==> config.mk <==
export PLATFORM = sky130hd
export DESIGN_NAME = tec_timer
export DESIGN_NICKNAME = d
export VERILOG_FILES = /design/src/hdl/tec_pkg.sv /design/src/hdl/tec_timer.sv /design/src/hdl/tec_prescaler.sv
export SDC_FILE = /design/constraint.sdc
export NUM_CORES = 1
export LEC_CHECK = 0
export ABC_AREA = 1
export BUFFER_PORTS_ARGS = -buffer_cell sky130_fd_sc_hd__buf_2
export CAP_MARGIN = 20
export CORE_MARGIN = 5
export CORE_UTILIZATION = 48
export DETAILED_ROUTE_END_ITERATION = 8
export PLACE_DENSITY = 0.83
export SKIP_LAST_GASP = 1
export SLEW_MARGIN = 20
export SYNTH_ARGS = -nofsm -noshare
export SYNTH_HDL_FRONTEND = slang
export SYNTH_SLANG_ARGS = --single-unit
==> constraint.sdc <==
create_clock -name ref_clk_i -period 1.7 [get_ports ref_clk_i]
set_clock_uncertainty 0.1 [all_clocks]
set_input_delay 0.255 -clock ref_clk_i [delete_from_list [all_inputs] [get_ports ref_clk_i]]
set_output_delay 0.255 -clock ref_clk_i [all_outputs]
set_load 0.1 [all_outputs]
==> src/hdl/tec_pkg.sv <==
package tec_pkg;

    // ****************************************************************
    // Register map (byte addresses on the Avalon-MM slave)
    // ****************************************************************
    localparam int unsigned ADDR_W = 4;
    localparam logic [3:0] OFS_CONTROL = 4'h0;
    localparam logic [3:0] OFS_COUNT = 4'h4;
    localparam logic [3:0] OFS_T1_COUNT = 4'h8;

    // ****************************************************************
    // Control register fields
    // ****************************************************************
    localparam int unsigned CNT_W = 8;
    localparam int unsigned CTRL_MODE_HI = 7;
    localparam int unsigned CTRL_MODE_LO = 6;
    localparam int unsigned CTRL_CLK_SRC = 5;
    localparam int unsigned CTRL_ENABLE = 4;
    localparam int unsigned CTRL_EDGE = 3;
    localparam int unsigned CTRL_PSC_HI = 2;
    localparam int unsigned CTRL_PSC_LO = 0;
    localparam int unsigned PSC_SEL_W = 3;
    localparam logic [7:0] CTRL_RESET = 8'h08;
    localparam logic [7:0] COUNT_FULL = 8'hFF;

    // ****************************************************************
    // Prescaler: divide by up to 2**7 = 128
    // ****************************************************************
    localparam int unsigned PSC_DIV_W = 7;

    // ****************************************************************
    // Modes and capture states
    // ****************************************************************
    typedef enum logic [1:0] {
        MODE_NONE = 2'h0,
        MODE_EVENT = 2'h1,
        MODE_TIMER = 2'h2,
        MODE_PWC = 2'h3
    } tec_mode_e;

    typedef enum logic [0:0] {
        CAP_IDLE = 1'h0,
        CAP_RUN = 1'h1
    } tec_cap_e;

endpackage

==> src/hdl/tec_timer.sv <==
// Register access over Avalon-MM and the placing of the registers were decided locally.
`timescale 1ns/1ns
module tec_timer (
    input wire logic ref_clk_i,
    input wire logic resetn_i,
    input wire logic ce_i,
    input wire logic [3:0] address_i,
    input wire logic read_i,
    input wire logic write_i,
    input wire logic [31:0] writedata_i,
    input wire logic [3:0] byteenable_i,
    output logic [31:0] readdata_o,
    output logic waitrequest_o,
    input wire logic ext_timer_pin_i,
    input wire logic low_freq_crystal_clock_i,
    input wire logic pwm_enable_i,
    input wire logic sleep_i,
    output logic overflow_o,
    output logic wakeup_o,
    output logic timer_base_clock_o
);

    // ****************************************************************
    // State
    // ****************************************************************
    typedef struct packed {
        logic pin_s1;
        logic pin_s2;
        logic pin_prev;
        logic lxt_s1;
        logic lxt_s2;
        logic lxt_prev;
        logic [7:0] ctrl;
        logic [7:0] preload;
        logic [7:0] count;
        logic [7:0] t1_count;
        tec_pkg::tec_cap_e cap;
        logic ack;
        logic [31:0] rdata;
        logic ovf;
        logic wake;
        logic tp;
    } tec_st_s;

    tec_st_s st;
    tec_st_s next_st;

    tec_pkg::tec_mode_e mode;
    logic en;
    logic edge_sel;
    logic pin_rise;
    logic pin_fall;
    logic lxt_fall;
    logic int_tick;
    logic div_tick;
    logic evt_edge;
    logic start_edge;
    logic stop_edge;
    logic inc;
    logic req;
    logic take;
    logic wr_ctrl;
    logic wr_cnt;
    logic wr_t1;
    logic [31:0] rd_mux;

    // ****************************************************************
    // Field decode
    // ****************************************************************
    // mode field decode
    assign mode = tec_pkg::tec_mode_e'(
        st.ctrl[tec_pkg::CTRL_MODE_HI:tec_pkg::CTRL_MODE_LO]);
    assign en = st.ctrl[tec_pkg::CTRL_ENABLE];
    assign edge_sel = st.ctrl[tec_pkg::CTRL_EDGE];

    // ****************************************************************
    // Edge detection on synchronised inputs
    // ****************************************************************
    // single-cycle edge pulses
    assign pin_rise = st.pin_s2 & ~st.pin_prev;
    assign pin_fall = ~st.pin_s2 & st.pin_prev;
    // Crystal clock is far slower than ref_clk, so it is sampled
    assign lxt_fall = ~st.lxt_s2 & st.lxt_prev;

    // ****************************************************************
    // Internal timer clock select and prescaler
    // ****************************************************************
    // clock source select
    // PWM override
    // The system clock stops in sleep, so the internal tick does too
    assign int_tick = ~sleep_i &
        ((pwm_enable_i | ~st.ctrl[tec_pkg::CTRL_CLK_SRC]) ? 1'b1 : lxt_fall);

    tec_prescaler #(
        .DIV_W(tec_pkg::PSC_DIV_W),
        .SEL_W(tec_pkg::PSC_SEL_W)
    ) u_presc (
        .ref_clk_i(ref_clk_i),
        .resetn_i(resetn_i),
        .ce_i(ce_i),
        .tick_i(int_tick),
        .sel_i(st.ctrl[tec_pkg::CTRL_PSC_HI:tec_pkg::CTRL_PSC_LO]),
        .tick_o(div_tick)
    );

    // ****************************************************************
    // Count qualification
    // ****************************************************************
    // event edge choice
    assign evt_edge = edge_sel ? pin_fall : pin_rise;
    assign start_edge = edge_sel ? pin_rise : pin_fall;
    assign stop_edge = edge_sel ? pin_fall : pin_rise;

    always_comb begin
        case (mode)
            tec_pkg::MODE_EVENT: inc = en & evt_edge;
            tec_pkg::MODE_TIMER: inc = en & div_tick;
            tec_pkg::MODE_PWC: inc = en & (st.cap == tec_pkg::CAP_RUN) &
                                     ~stop_edge & div_tick;
            default: inc = 1'b0;
        endcase
    end

    // ****************************************************************
    // Avalon-MM slave: one wait cycle, then the answer
    // ****************************************************************
    assign req = read_i | write_i;
    assign waitrequest_o = req & ~st.ack;
    assign take = req & st.ack;
    assign wr_ctrl = write_i & take & byteenable_i[0] &
                     (address_i == tec_pkg::OFS_CONTROL);
    assign wr_cnt = write_i & take & byteenable_i[0] &
                    (address_i == tec_pkg::OFS_COUNT);
    assign wr_t1 = write_i & take & byteenable_i[0] &
                   (address_i == tec_pkg::OFS_T1_COUNT);

    always_comb begin
        case (address_i)
            tec_pkg::OFS_CONTROL: rd_mux = {24'h000000, st.ctrl};
            tec_pkg::OFS_COUNT: rd_mux = {24'h000000, st.count};
            tec_pkg::OFS_T1_COUNT: rd_mux = {24'h000000, st.t1_count};
            default: rd_mux = 32'h00000000;
        endcase
    end

    // ****************************************************************
    // Next state
    // ****************************************************************
    always_comb begin
        next_st = st;
        next_st.ack = req & ~st.ack;
        next_st.pin_s1 = ext_timer_pin_i;
        next_st.pin_s2 = st.pin_s1;
        next_st.pin_prev = st.pin_s2;
        next_st.lxt_s1 = low_freq_crystal_clock_i;
        next_st.lxt_s2 = st.lxt_s1;
        next_st.lxt_prev = st.lxt_s2;
        next_st.ovf = 1'b0;
        next_st.wake = 1'b0;
        next_st.tp = int_tick;
        if (read_i && !st.ack) begin
            next_st.rdata = rd_mux;
        end

        // Preload first, so an overflow in the same cycle takes it
        if (wr_cnt) begin
            next_st.preload = writedata_i[7:0];
            if (!en) begin
                next_st.count = writedata_i[7:0];
            end
        end
        if (wr_t1) begin
            next_st.t1_count = writedata_i[7:0];
        end

        if (inc) begin
            if (st.count == tec_pkg::COUNT_FULL) begin
                next_st.count = next_st.preload;
                next_st.ovf = 1'b1;
                next_st.wake = (mode == tec_pkg::MODE_EVENT);
            end else begin
                next_st.count = st.count + 8'h01;
            end
        end

        if (mode == tec_pkg::MODE_PWC && en) begin
            case (st.cap)
                tec_pkg::CAP_IDLE: begin
                    if (start_edge) begin
                        next_st.cap = tec_pkg::CAP_RUN;
                    end
                end
                tec_pkg::CAP_RUN: begin
                    if (stop_edge) begin
                        next_st.cap = tec_pkg::CAP_IDLE;
                        next_st.ctrl[tec_pkg::CTRL_ENABLE] = 1'b0;
                    end
                end
                default: next_st.cap = tec_pkg::CAP_IDLE;
            endcase
        end else begin
            next_st.cap = tec_pkg::CAP_IDLE;
        end

        // Software write wins over the self-clear of the enable
        if (wr_ctrl) begin
            next_st.ctrl = writedata_i[7:0];
        end

        if (!resetn_i) begin
            next_st = '0;
            next_st.ctrl = tec_pkg::CTRL_RESET;
            next_st.cap = tec_pkg::CAP_IDLE;
            next_st.preload = st.preload;
            next_st.count = st.count;
            next_st.t1_count = st.t1_count;
        end
    end

    always_ff @(posedge ref_clk_i) begin
        if (!resetn_i || ce_i) begin
            st <= next_st;
        end
    end

    assign readdata_o = st.rdata;
    assign overflow_o = st.ovf;
    assign wakeup_o = st.wake;
    assign timer_base_clock_o = st.tp;

    // ****************************************************************
    // Checks
    // ****************************************************************
    a_count_incr:
    assert property (@(posedge ref_clk_i) disable iff (!resetn_i)
        (ce_i && inc && st.count != 8'hFF && !wr_cnt)
        |=> (st.count == $past(st.count) + 8'h01) && !st.ovf)
    else $error("counter did not step by one");

    a_mode_none:
    assert property (@(posedge ref_clk_i) disable iff (!resetn_i)
        (ce_i && mode == tec_pkg::MODE_NONE && !wr_cnt)
        |=> $stable(st.count) && !st.ovf)
    else $error("counter moved with no mode selected");

    a_ovf_reload:
    assert property (@(posedge ref_clk_i) disable iff (!resetn_i)
        (ce_i && inc && st.count == 8'hFF && !wr_cnt)
        |=> st.ovf && (st.count == $past(st.preload)) ##1 !st.ovf)
    else $error("overflow did not flag and reload");

    a_write_stopped:
    assert property (@(posedge ref_clk_i) disable iff (!resetn_i)
        (ce_i && wr_cnt && !en)
        |=> (st.count == $past(writedata_i[7:0])) &&
            (st.preload == $past(writedata_i[7:0])))
    else $error("stopped write did not load counter");

    a_write_running:
    assert property (@(posedge ref_clk_i) disable iff (!resetn_i)
        (ce_i && wr_cnt && en && !inc)
        |=> (st.count == $past(st.count)) &&
            (st.preload == $past(writedata_i[7:0])))
    else $error("running write touched live counter");

    a_read_count:
    assert property (@(posedge ref_clk_i) disable iff (!resetn_i)
        (ce_i && read_i && !st.ack && address_i == tec_pkg::OFS_COUNT)
        |=> (readdata_o[7:0] == $past(st.count)) && !waitrequest_o)
    else $error("count read returned wrong value");

    a_gate_off:
    assert property (@(posedge ref_clk_i) disable iff (!resetn_i)
        (ce_i && !en && !wr_cnt)
        |=> $stable(st.count))
    else $error("counter moved while disabled");

    a_pwc_armed:
    assert property (@(posedge ref_clk_i) disable iff (!resetn_i)
        (ce_i && mode == tec_pkg::MODE_PWC && en &&
         st.cap == tec_pkg::CAP_IDLE && !wr_cnt)
        |=> st.count == $past(st.count))
    else $error("capture counted before its start edge");

    a_pwc_stop:
    assert property (@(posedge ref_clk_i) disable iff (!resetn_i)
        (ce_i && mode == tec_pkg::MODE_PWC && en && !wr_ctrl &&
         st.cap == tec_pkg::CAP_RUN && stop_edge)
        |=> !st.ctrl[tec_pkg::CTRL_ENABLE] &&
            (st.cap == tec_pkg::CAP_IDLE))
    else $error("capture stop did not clear enable");

    a_event_edge:
    assert property (@(posedge ref_clk_i) disable iff (!resetn_i)
        (mode == tec_pkg::MODE_EVENT && en && !evt_edge)
        |-> !inc)
    else $error("event count without selected edge");

    a_pwm_clock:
    assert property (@(posedge ref_clk_i) disable iff (!resetn_i)
        (ce_i && pwm_enable_i && !sleep_i)
        |=> timer_base_clock_o)
    else $error("PWM enabled but timer clock not system");

    a_reset_ctrl:
    assert property (@(posedge ref_clk_i)
        !resetn_i |=> st.ctrl == 8'h08)
    else $error("control register reset value wrong");

endmodule

==> src/hdl/tec_prescaler.sv <==
`timescale 1ns/1ns
module tec_prescaler #(
    parameter int unsigned DIV_W = tec_pkg::PSC_DIV_W,
    parameter int unsigned SEL_W = tec_pkg::PSC_SEL_W
) (
    input wire logic ref_clk_i,
    input wire logic resetn_i,
    input wire logic ce_i,
    input wire logic tick_i,
    input wire logic [SEL_W-1:0] sel_i,
    output logic tick_o
);

    typedef struct packed {
        logic [DIV_W-1:0] div;
    } tec_psc_s;

    tec_psc_s st;
    tec_psc_s next_st;
    logic [DIV_W-1:0] low_full;

    // ****************************************************************
    // Divided tick fires when bit sel-1 falls, i.e. all low bits full
    // ****************************************************************
    genvar i;
    generate
        for (i = 0; i < DIV_W; i = i + 1) begin : g_full
            assign low_full[i] = (i >= int'(sel_i)) | st.div[i];
        end
    endgenerate

    assign tick_o = tick_i & (&low_full);

    always_comb begin
        next_st = st;
        if (tick_i) begin
            next_st.div = st.div + {{(DIV_W-1){1'b0}}, 1'b1};
        end
        if (!resetn_i) begin
            next_st = '0;
        end
    end

    always_ff @(posedge ref_clk_i) begin
        if (!resetn_i || ce_i) begin
            st <= next_st;
        end
    end

endmodule

### Word-level counts from Yosys, hierarchy flattened

Index checks and enable logic that the tools add are counted.

* flip-flop bits (word level): 82
* latch bits: 0
* RAM bits: 0
* bits in read-only memories: 0
* input bits: 49
* word-level logic and storage cells: 111
* memories: 0

* add/sub/neg operators: 2
* multipliers: 0
* divide/modulo/power cells: 0
* $lt $le $gt $ge: 7
* equal/unequal tests: 13
* shift operators: 0
* mux-type cells: 19
* bitwise operators: 34
* reductions and logical operators: 18

Operator list (number)
* two-way mux 32 bit: 1
* two-way mux 8 bit: 4
* case mux 8 bit (3 select lines): 1
* bitwise AND 1 bit: 17
* two-way mux 16 bit: 1
* AND reduction 2 bit: 6
* >= comparator 3 bit, first input constant: 3
* != test 3 x 1 -> 1 bit, second input constant: 3
* bitwise OR 1 bit: 9
* adder 8 x 1 -> 8 bit, second input constant: 1
* equality test 8 bit, second input constant: 1
* two-way mux 1 bit: 8
* != test 2 x 1 -> 1 bit, second input constant: 4
* inverter 1 bit: 8
* AND reduction 4 bit: 2
* adder 7 x 1 -> 7 bit, second input constant: 1
* two-way mux 7 bit: 1
* AND reduction 7 bit: 1
* >= comparator 1 x 3 -> 1 bit, first input constant: 2
* >= comparator 2 x 3 -> 1 bit, first input constant: 2
* AND reduction 3 bit: 2
* equality test 2 bit, second input constant: 2
* equality test 4 x 3 -> 1 bit, second input constant: 1
* equality test 4 bit, second input constant: 1
* 9 further kinds: 11

### Logic depth before layout (Yosys ltp)

* depth after elaboration: 9
* depth in mapped cells: 10
* gate-level depth less buffers: 10

### Cells and area by module

Synthesis repeated with hierarchy kept, for this count alone.

* cells, all modules: 382
* area total of the unflattened synthesis: 3323.2 um2

Modules (own cells, without submodules)
* tec_timer: times used 1, cells an instance 329, area each 2890.3 um2, sequential area each 1531.5 um2
* tec_prescaler: times used 1, cells an instance 53, area each 432.9 um2, sequential area each 210.2 um2

### Worst setup path before layout

OpenSTA, ideal clock, no wires.

* path kind: register to output
* from: register st[35] (netlist bit)
* to: output port waitrequest_o
* arrival: 1.731 ns
* data required time: 1.345 ns
* setup slack: -0.386 ns
* stages on the path, launching flop included: 2
* buffers on the path: 0
* path through: edfxtp_1 nor2_1

* word-level cells in the longest chain between the ends: 2

Ends and longest elaborated chain
* start: declaration: RTL line tec_timer.sv:45 `tec_st_s st;`
* start signal: assignment: RTL line tec_timer.sv:222 `st <= next_st;`
* inverter 1 bit: RTL line tec_timer.sv:128 `assign waitrequest_o = req & ~st.ack;`
* bitwise AND 1 bit: RTL line tec_timer.sv:128
* end: declaration: RTL line tec_timer.sv:13 `output logic waitrequest_o,`

Every way passes these cells.

### Final worst setup path

* from: register st[62] (netlist bit)
* to: register st[47] (netlist bit), enable pin

* word-level cells in the longest chain between the ends: 8
* elaborated cells between the ends (all ways): 22
* those cells by class: 7 x order compare; 1 x eq/ne; 1 x mux; 10 x bitwise; 3 x reduce/logical

Ends and longest elaborated chain
* >= comparator 1 x 3 -> 1 bit, or another cell as far along: RTL line tec_prescaler.sv:28 `assign low_full[i] = (i >= int'(sel_i)) | st.div[i];`
* bitwise OR 1 bit: RTL line tec_prescaler.sv:28
* AND reduction 7 bit (*): RTL line tec_prescaler.sv:32 `assign tick_o = tick_i & (&low_full);`
* bitwise AND 1 bit (*): RTL line tec_prescaler.sv:32
* bitwise AND 1 bit, on equally long branches: RTL line tec_timer.sv:119, tec_timer.sv:117
* case mux 1 bit (3 select lines) (*): RTL line tec_timer.sv:115 `case (mode)`
* != test 2 x 1 -> 1 bit (no line) / nonzero test 2 bit (equally long branches)
* AND reduction 4 bit (no line) (*)

Mark *: on every way between the ends. The rest lies on a longest branch, timed or not.
A chain may end at the register's enable or synchronous reset.

==> metrics.cfg <==
[floorplanning]
dieArea_um2=8492
core_um2=6681
die_w_um=92.15
io_pins=85
placementRows=30
start_util_pct=48.48
die_h_um=92.15

[clock_network]
ctsHoldBuffers=0
cts_max_level=3
clockBufferDepth=2
worstSkewPairLatency_ns=0.34
cts_inserted_buffers=9
root_buffer=clkbuf_8
clock_sinks=58
path_clk_slew_ns=0.06
tritoncts=yes

[synth]
ys.warnings.count=0
syn_inst=357
synth_top_area_share_pct=53.77
synth_area_leaders=edfxtp_1, nand2_1, buf_4
syn_area_um2=3239
yosysSeqAreaShare_pct=53.77
synth_seq_cells=58
synth_cell_types=31
syn_area_per_cell_um2=9.074
synth_top_cell_by_area=edfxtp_1

[detailed_routing]
via_per_inst=4.919
wl_per_cell_um=13.76
drc=0
totalWireLength_um=6937
num_vias=2479
ant_nets=0
drt_first_pass_iters=4
drtIter0Drc=246

[critical_path]
r2r-end=st[47]
start_kind=flip-flop
cp_top_family=simple AND/OR/NAND/NOR gates
ff2ff_setup_slack_ns=0.002
path_common_cell=nand2_1
crit_path_end=st[47]
cp.depth=10
r2r_cells=10
critPathBufInv=3
rr_startpoint=st[62]
worstPathMaxFanout=8
cp-startpoint=st[62]
end_kind=flip-flop
crit_slowest_cell=edfxtp_1
required_ns=1.66
worstSetupPathType=flip-flop to flip-flop
path_cells=inv_2 -> nand2_1 -> a21oi_1 -> nand2_1 -> nor2_4 -> nand3_4 -> nand3_2 -> nand2_1 -> inv_2 -> buf_12
cp_data_arrival_time_ns=1.65
critPathMaxStageDelay_ns=0.41

[final_layout]
drive_gt1_share_pct=24.06
fin_util_pct=57.85
layout.nets=470
seq_area_um2=1742
syn2layout_area_growth_pct=19.31
nFillCells=564
fin_area_um2=3865
fin_cells=504
diodes=0
multi_input_area_um2=1194

[pwr]
vdd_drop_max_uv=424.7
powerDensity_nw_per_um2=949.5
finalPower_uw=3670
p_leak_uw=0.001857

[global_routing]
grt_pass1_wl_um=10750
grt_use_total_pct=16.52
grt_pass1_vias=2377
antenna_found_initial=0
grt-ovfl-total=0
grt_max_degree=12

[place]
dp_cells=483
port_buffers=33
dpl-instance-area_um2=3556
dp_hpwl_um=5162
gp_congestion=0.9542

[run_status]
outcome=finished, final reports clean

[timing]
hold_viol=0
setup_violations=0
fin_crit_sh_pct=99.90
final_max_slew_viol_count=0
rsz0062_at_grt=true
period_minus_slack_ns=1.698
fmax_mhz=588.8

[run]
cap_viol_max_count=0

[hold_path]
hold_path_class=input port to flip-flop

-- routing by layer --
layer | share of wire, % | GRT usage (%)
met1 | 41 | 21.32
met2 | 49 | 25.61
met3 | 7.4 | 3.774
met4 | 2.4 | 9.158
met5 | 0 | 0
-- cells in the mapped netlist --
cell,number
nor2_4,2
nand3b_1,8
nand3_2,1
ha_1,2
a21oi_1,6
xnor2_1,3
nand2_4,1
inv_2,1
nor4_1,1
inv_1,47
nand2_2,2
o21bai_1,1
nor2_2,2
inv_4,1
edfxtp_1,58
clkbuf_1,2
buf_4,32
nor3_1,6
o31ai_1,1
nor2_1,23
o211ai_1,7
xor2_1,3
buf_2,1
nand3_1,8
or2_2,1
nor2_8,1
or2_0,1
o21ai_0,9
nand2_1,122
conb_1,1
nand3_4,3
-- worst reg2reg max path: stages (launching register included) --
cell,delay [ns]
edfxtp_1,0.41
inv_2,0.10
nand2_1,0.05
a21oi_1,0.13
nand2_1,0.11
nor2_4,0.13
nand3_4,0.09
nand3_2,0.07
nand2_1,0.06
inv_2,0.07
buf_12,0.12
-- where the power goes --
| group | internal, µW | switching [µW] | total (µW) |
|---|---|---|---|
| clock network | 808 | 540 | 1350 |
| registers | 1650 | 35.5 | 1680 |
| logic | 116 | 524 | 640 |
| total | 2570 | 1100 | 3670 |
-- placed cells by master (no fill, tap or decap), drive strengths merged --
master | synthesis | final
nor3 | 6 | 6
conb | 1 | 24
clkinv | 0 | 5
buf | 33 | 63
inv | 49 | 49
xnor2 | 3 | 3
xor2 | 3 | 3
nor4 | 1 | 1
edfxtp | 58 | 58
nand3 | 12 | 12
o21ai | 9 | 9
nand2 | 125 | 125
nor2 | 28 | 28
ha | 2 | 2
or2 | 2 | 2
nand3b | 8 | 8
o31ai | 1 | 1
o211ai | 7 | 7
o21bai | 1 | 1
clkbuf | 2 | 9
a21oi | 6 | 6
bufinv | 0 | 2
-- sequential cells by signal, indices dropped and copies added (netlist names) --
signal              cells
st                     36
readdata_o              8
u_presc.st              7
mode                    2
edge_sel                1
en                      1
overflow_o              1
timer_base_clock_o      1
wakeup_o                1
-- logic make-up (layout without fill, tap and decap cells) --
family          after synthesis  in the layout  share of synthesized area, %
compound gates               24             24                         4.403
other cells                   1             24                        0.1158
flops                        58             58                         53.77
buf+inv                      84            128                         13.56
simple gates                182            182                         25.76
xor+xnor                      6              6                         1.623
fa+ha+maj                     2              2                        0.7724
-- per-stage QoR --
| step | setup TNS (ns) | hold WS (ns) | setup slack, ns |
|---|---|---|---|
| CTS | 0 | 0.02189 | 0.003406 |
| detailed placement | -0.1649 | 0.3727 | -0.02099 |
| global route | -0.8461 | 0.01611 | -0.06499 |
| global placement | 0 | 0.3665 | 0.03454 |
| floorplan | -0.03174 | 0.2539 | -0.003967 |
| finish | 0 | 0.02835 | 0.001637 |
-- repair_timing --
item	4_1_cts	5_1_grt
hold endpoints to repair	0	0
buffers inserted	0	5
endpoints found under the setup margin	0	19
resized for setup	0	18
-- final cells by class --
type                    count  share of cell area, %
flip-flops and latches     58                  45.06
multi-input cells         238                  30.88
repair buffers             63                  11.20
inverters                  49                  4.888
clock buffers               9                  3.205
well taps                  80                  2.590
clock inverters             7                  2.169
-- worst min-delay path by stage --
stage | slack (ns) | end | depth (start not counted) | from
6_report | 0.03 | st[42] | 1 | writedata_i[5]
3_3_place_gp | 0.37 | st[44] | 1 | writedata_i[7]
2_1_floorplan | 0.25 | st[37] | 0 | writedata_i[0]
3_5_place_dp | 0.37 | st[42] | 1 | writedata_i[5]
4_1_cts | 0.02 | st[42] | 1 | writedata_i[5]
5_1_grt | 0.02 | st[43] | 1 | writedata_i[6]
(Power assumes the default switching activity.)
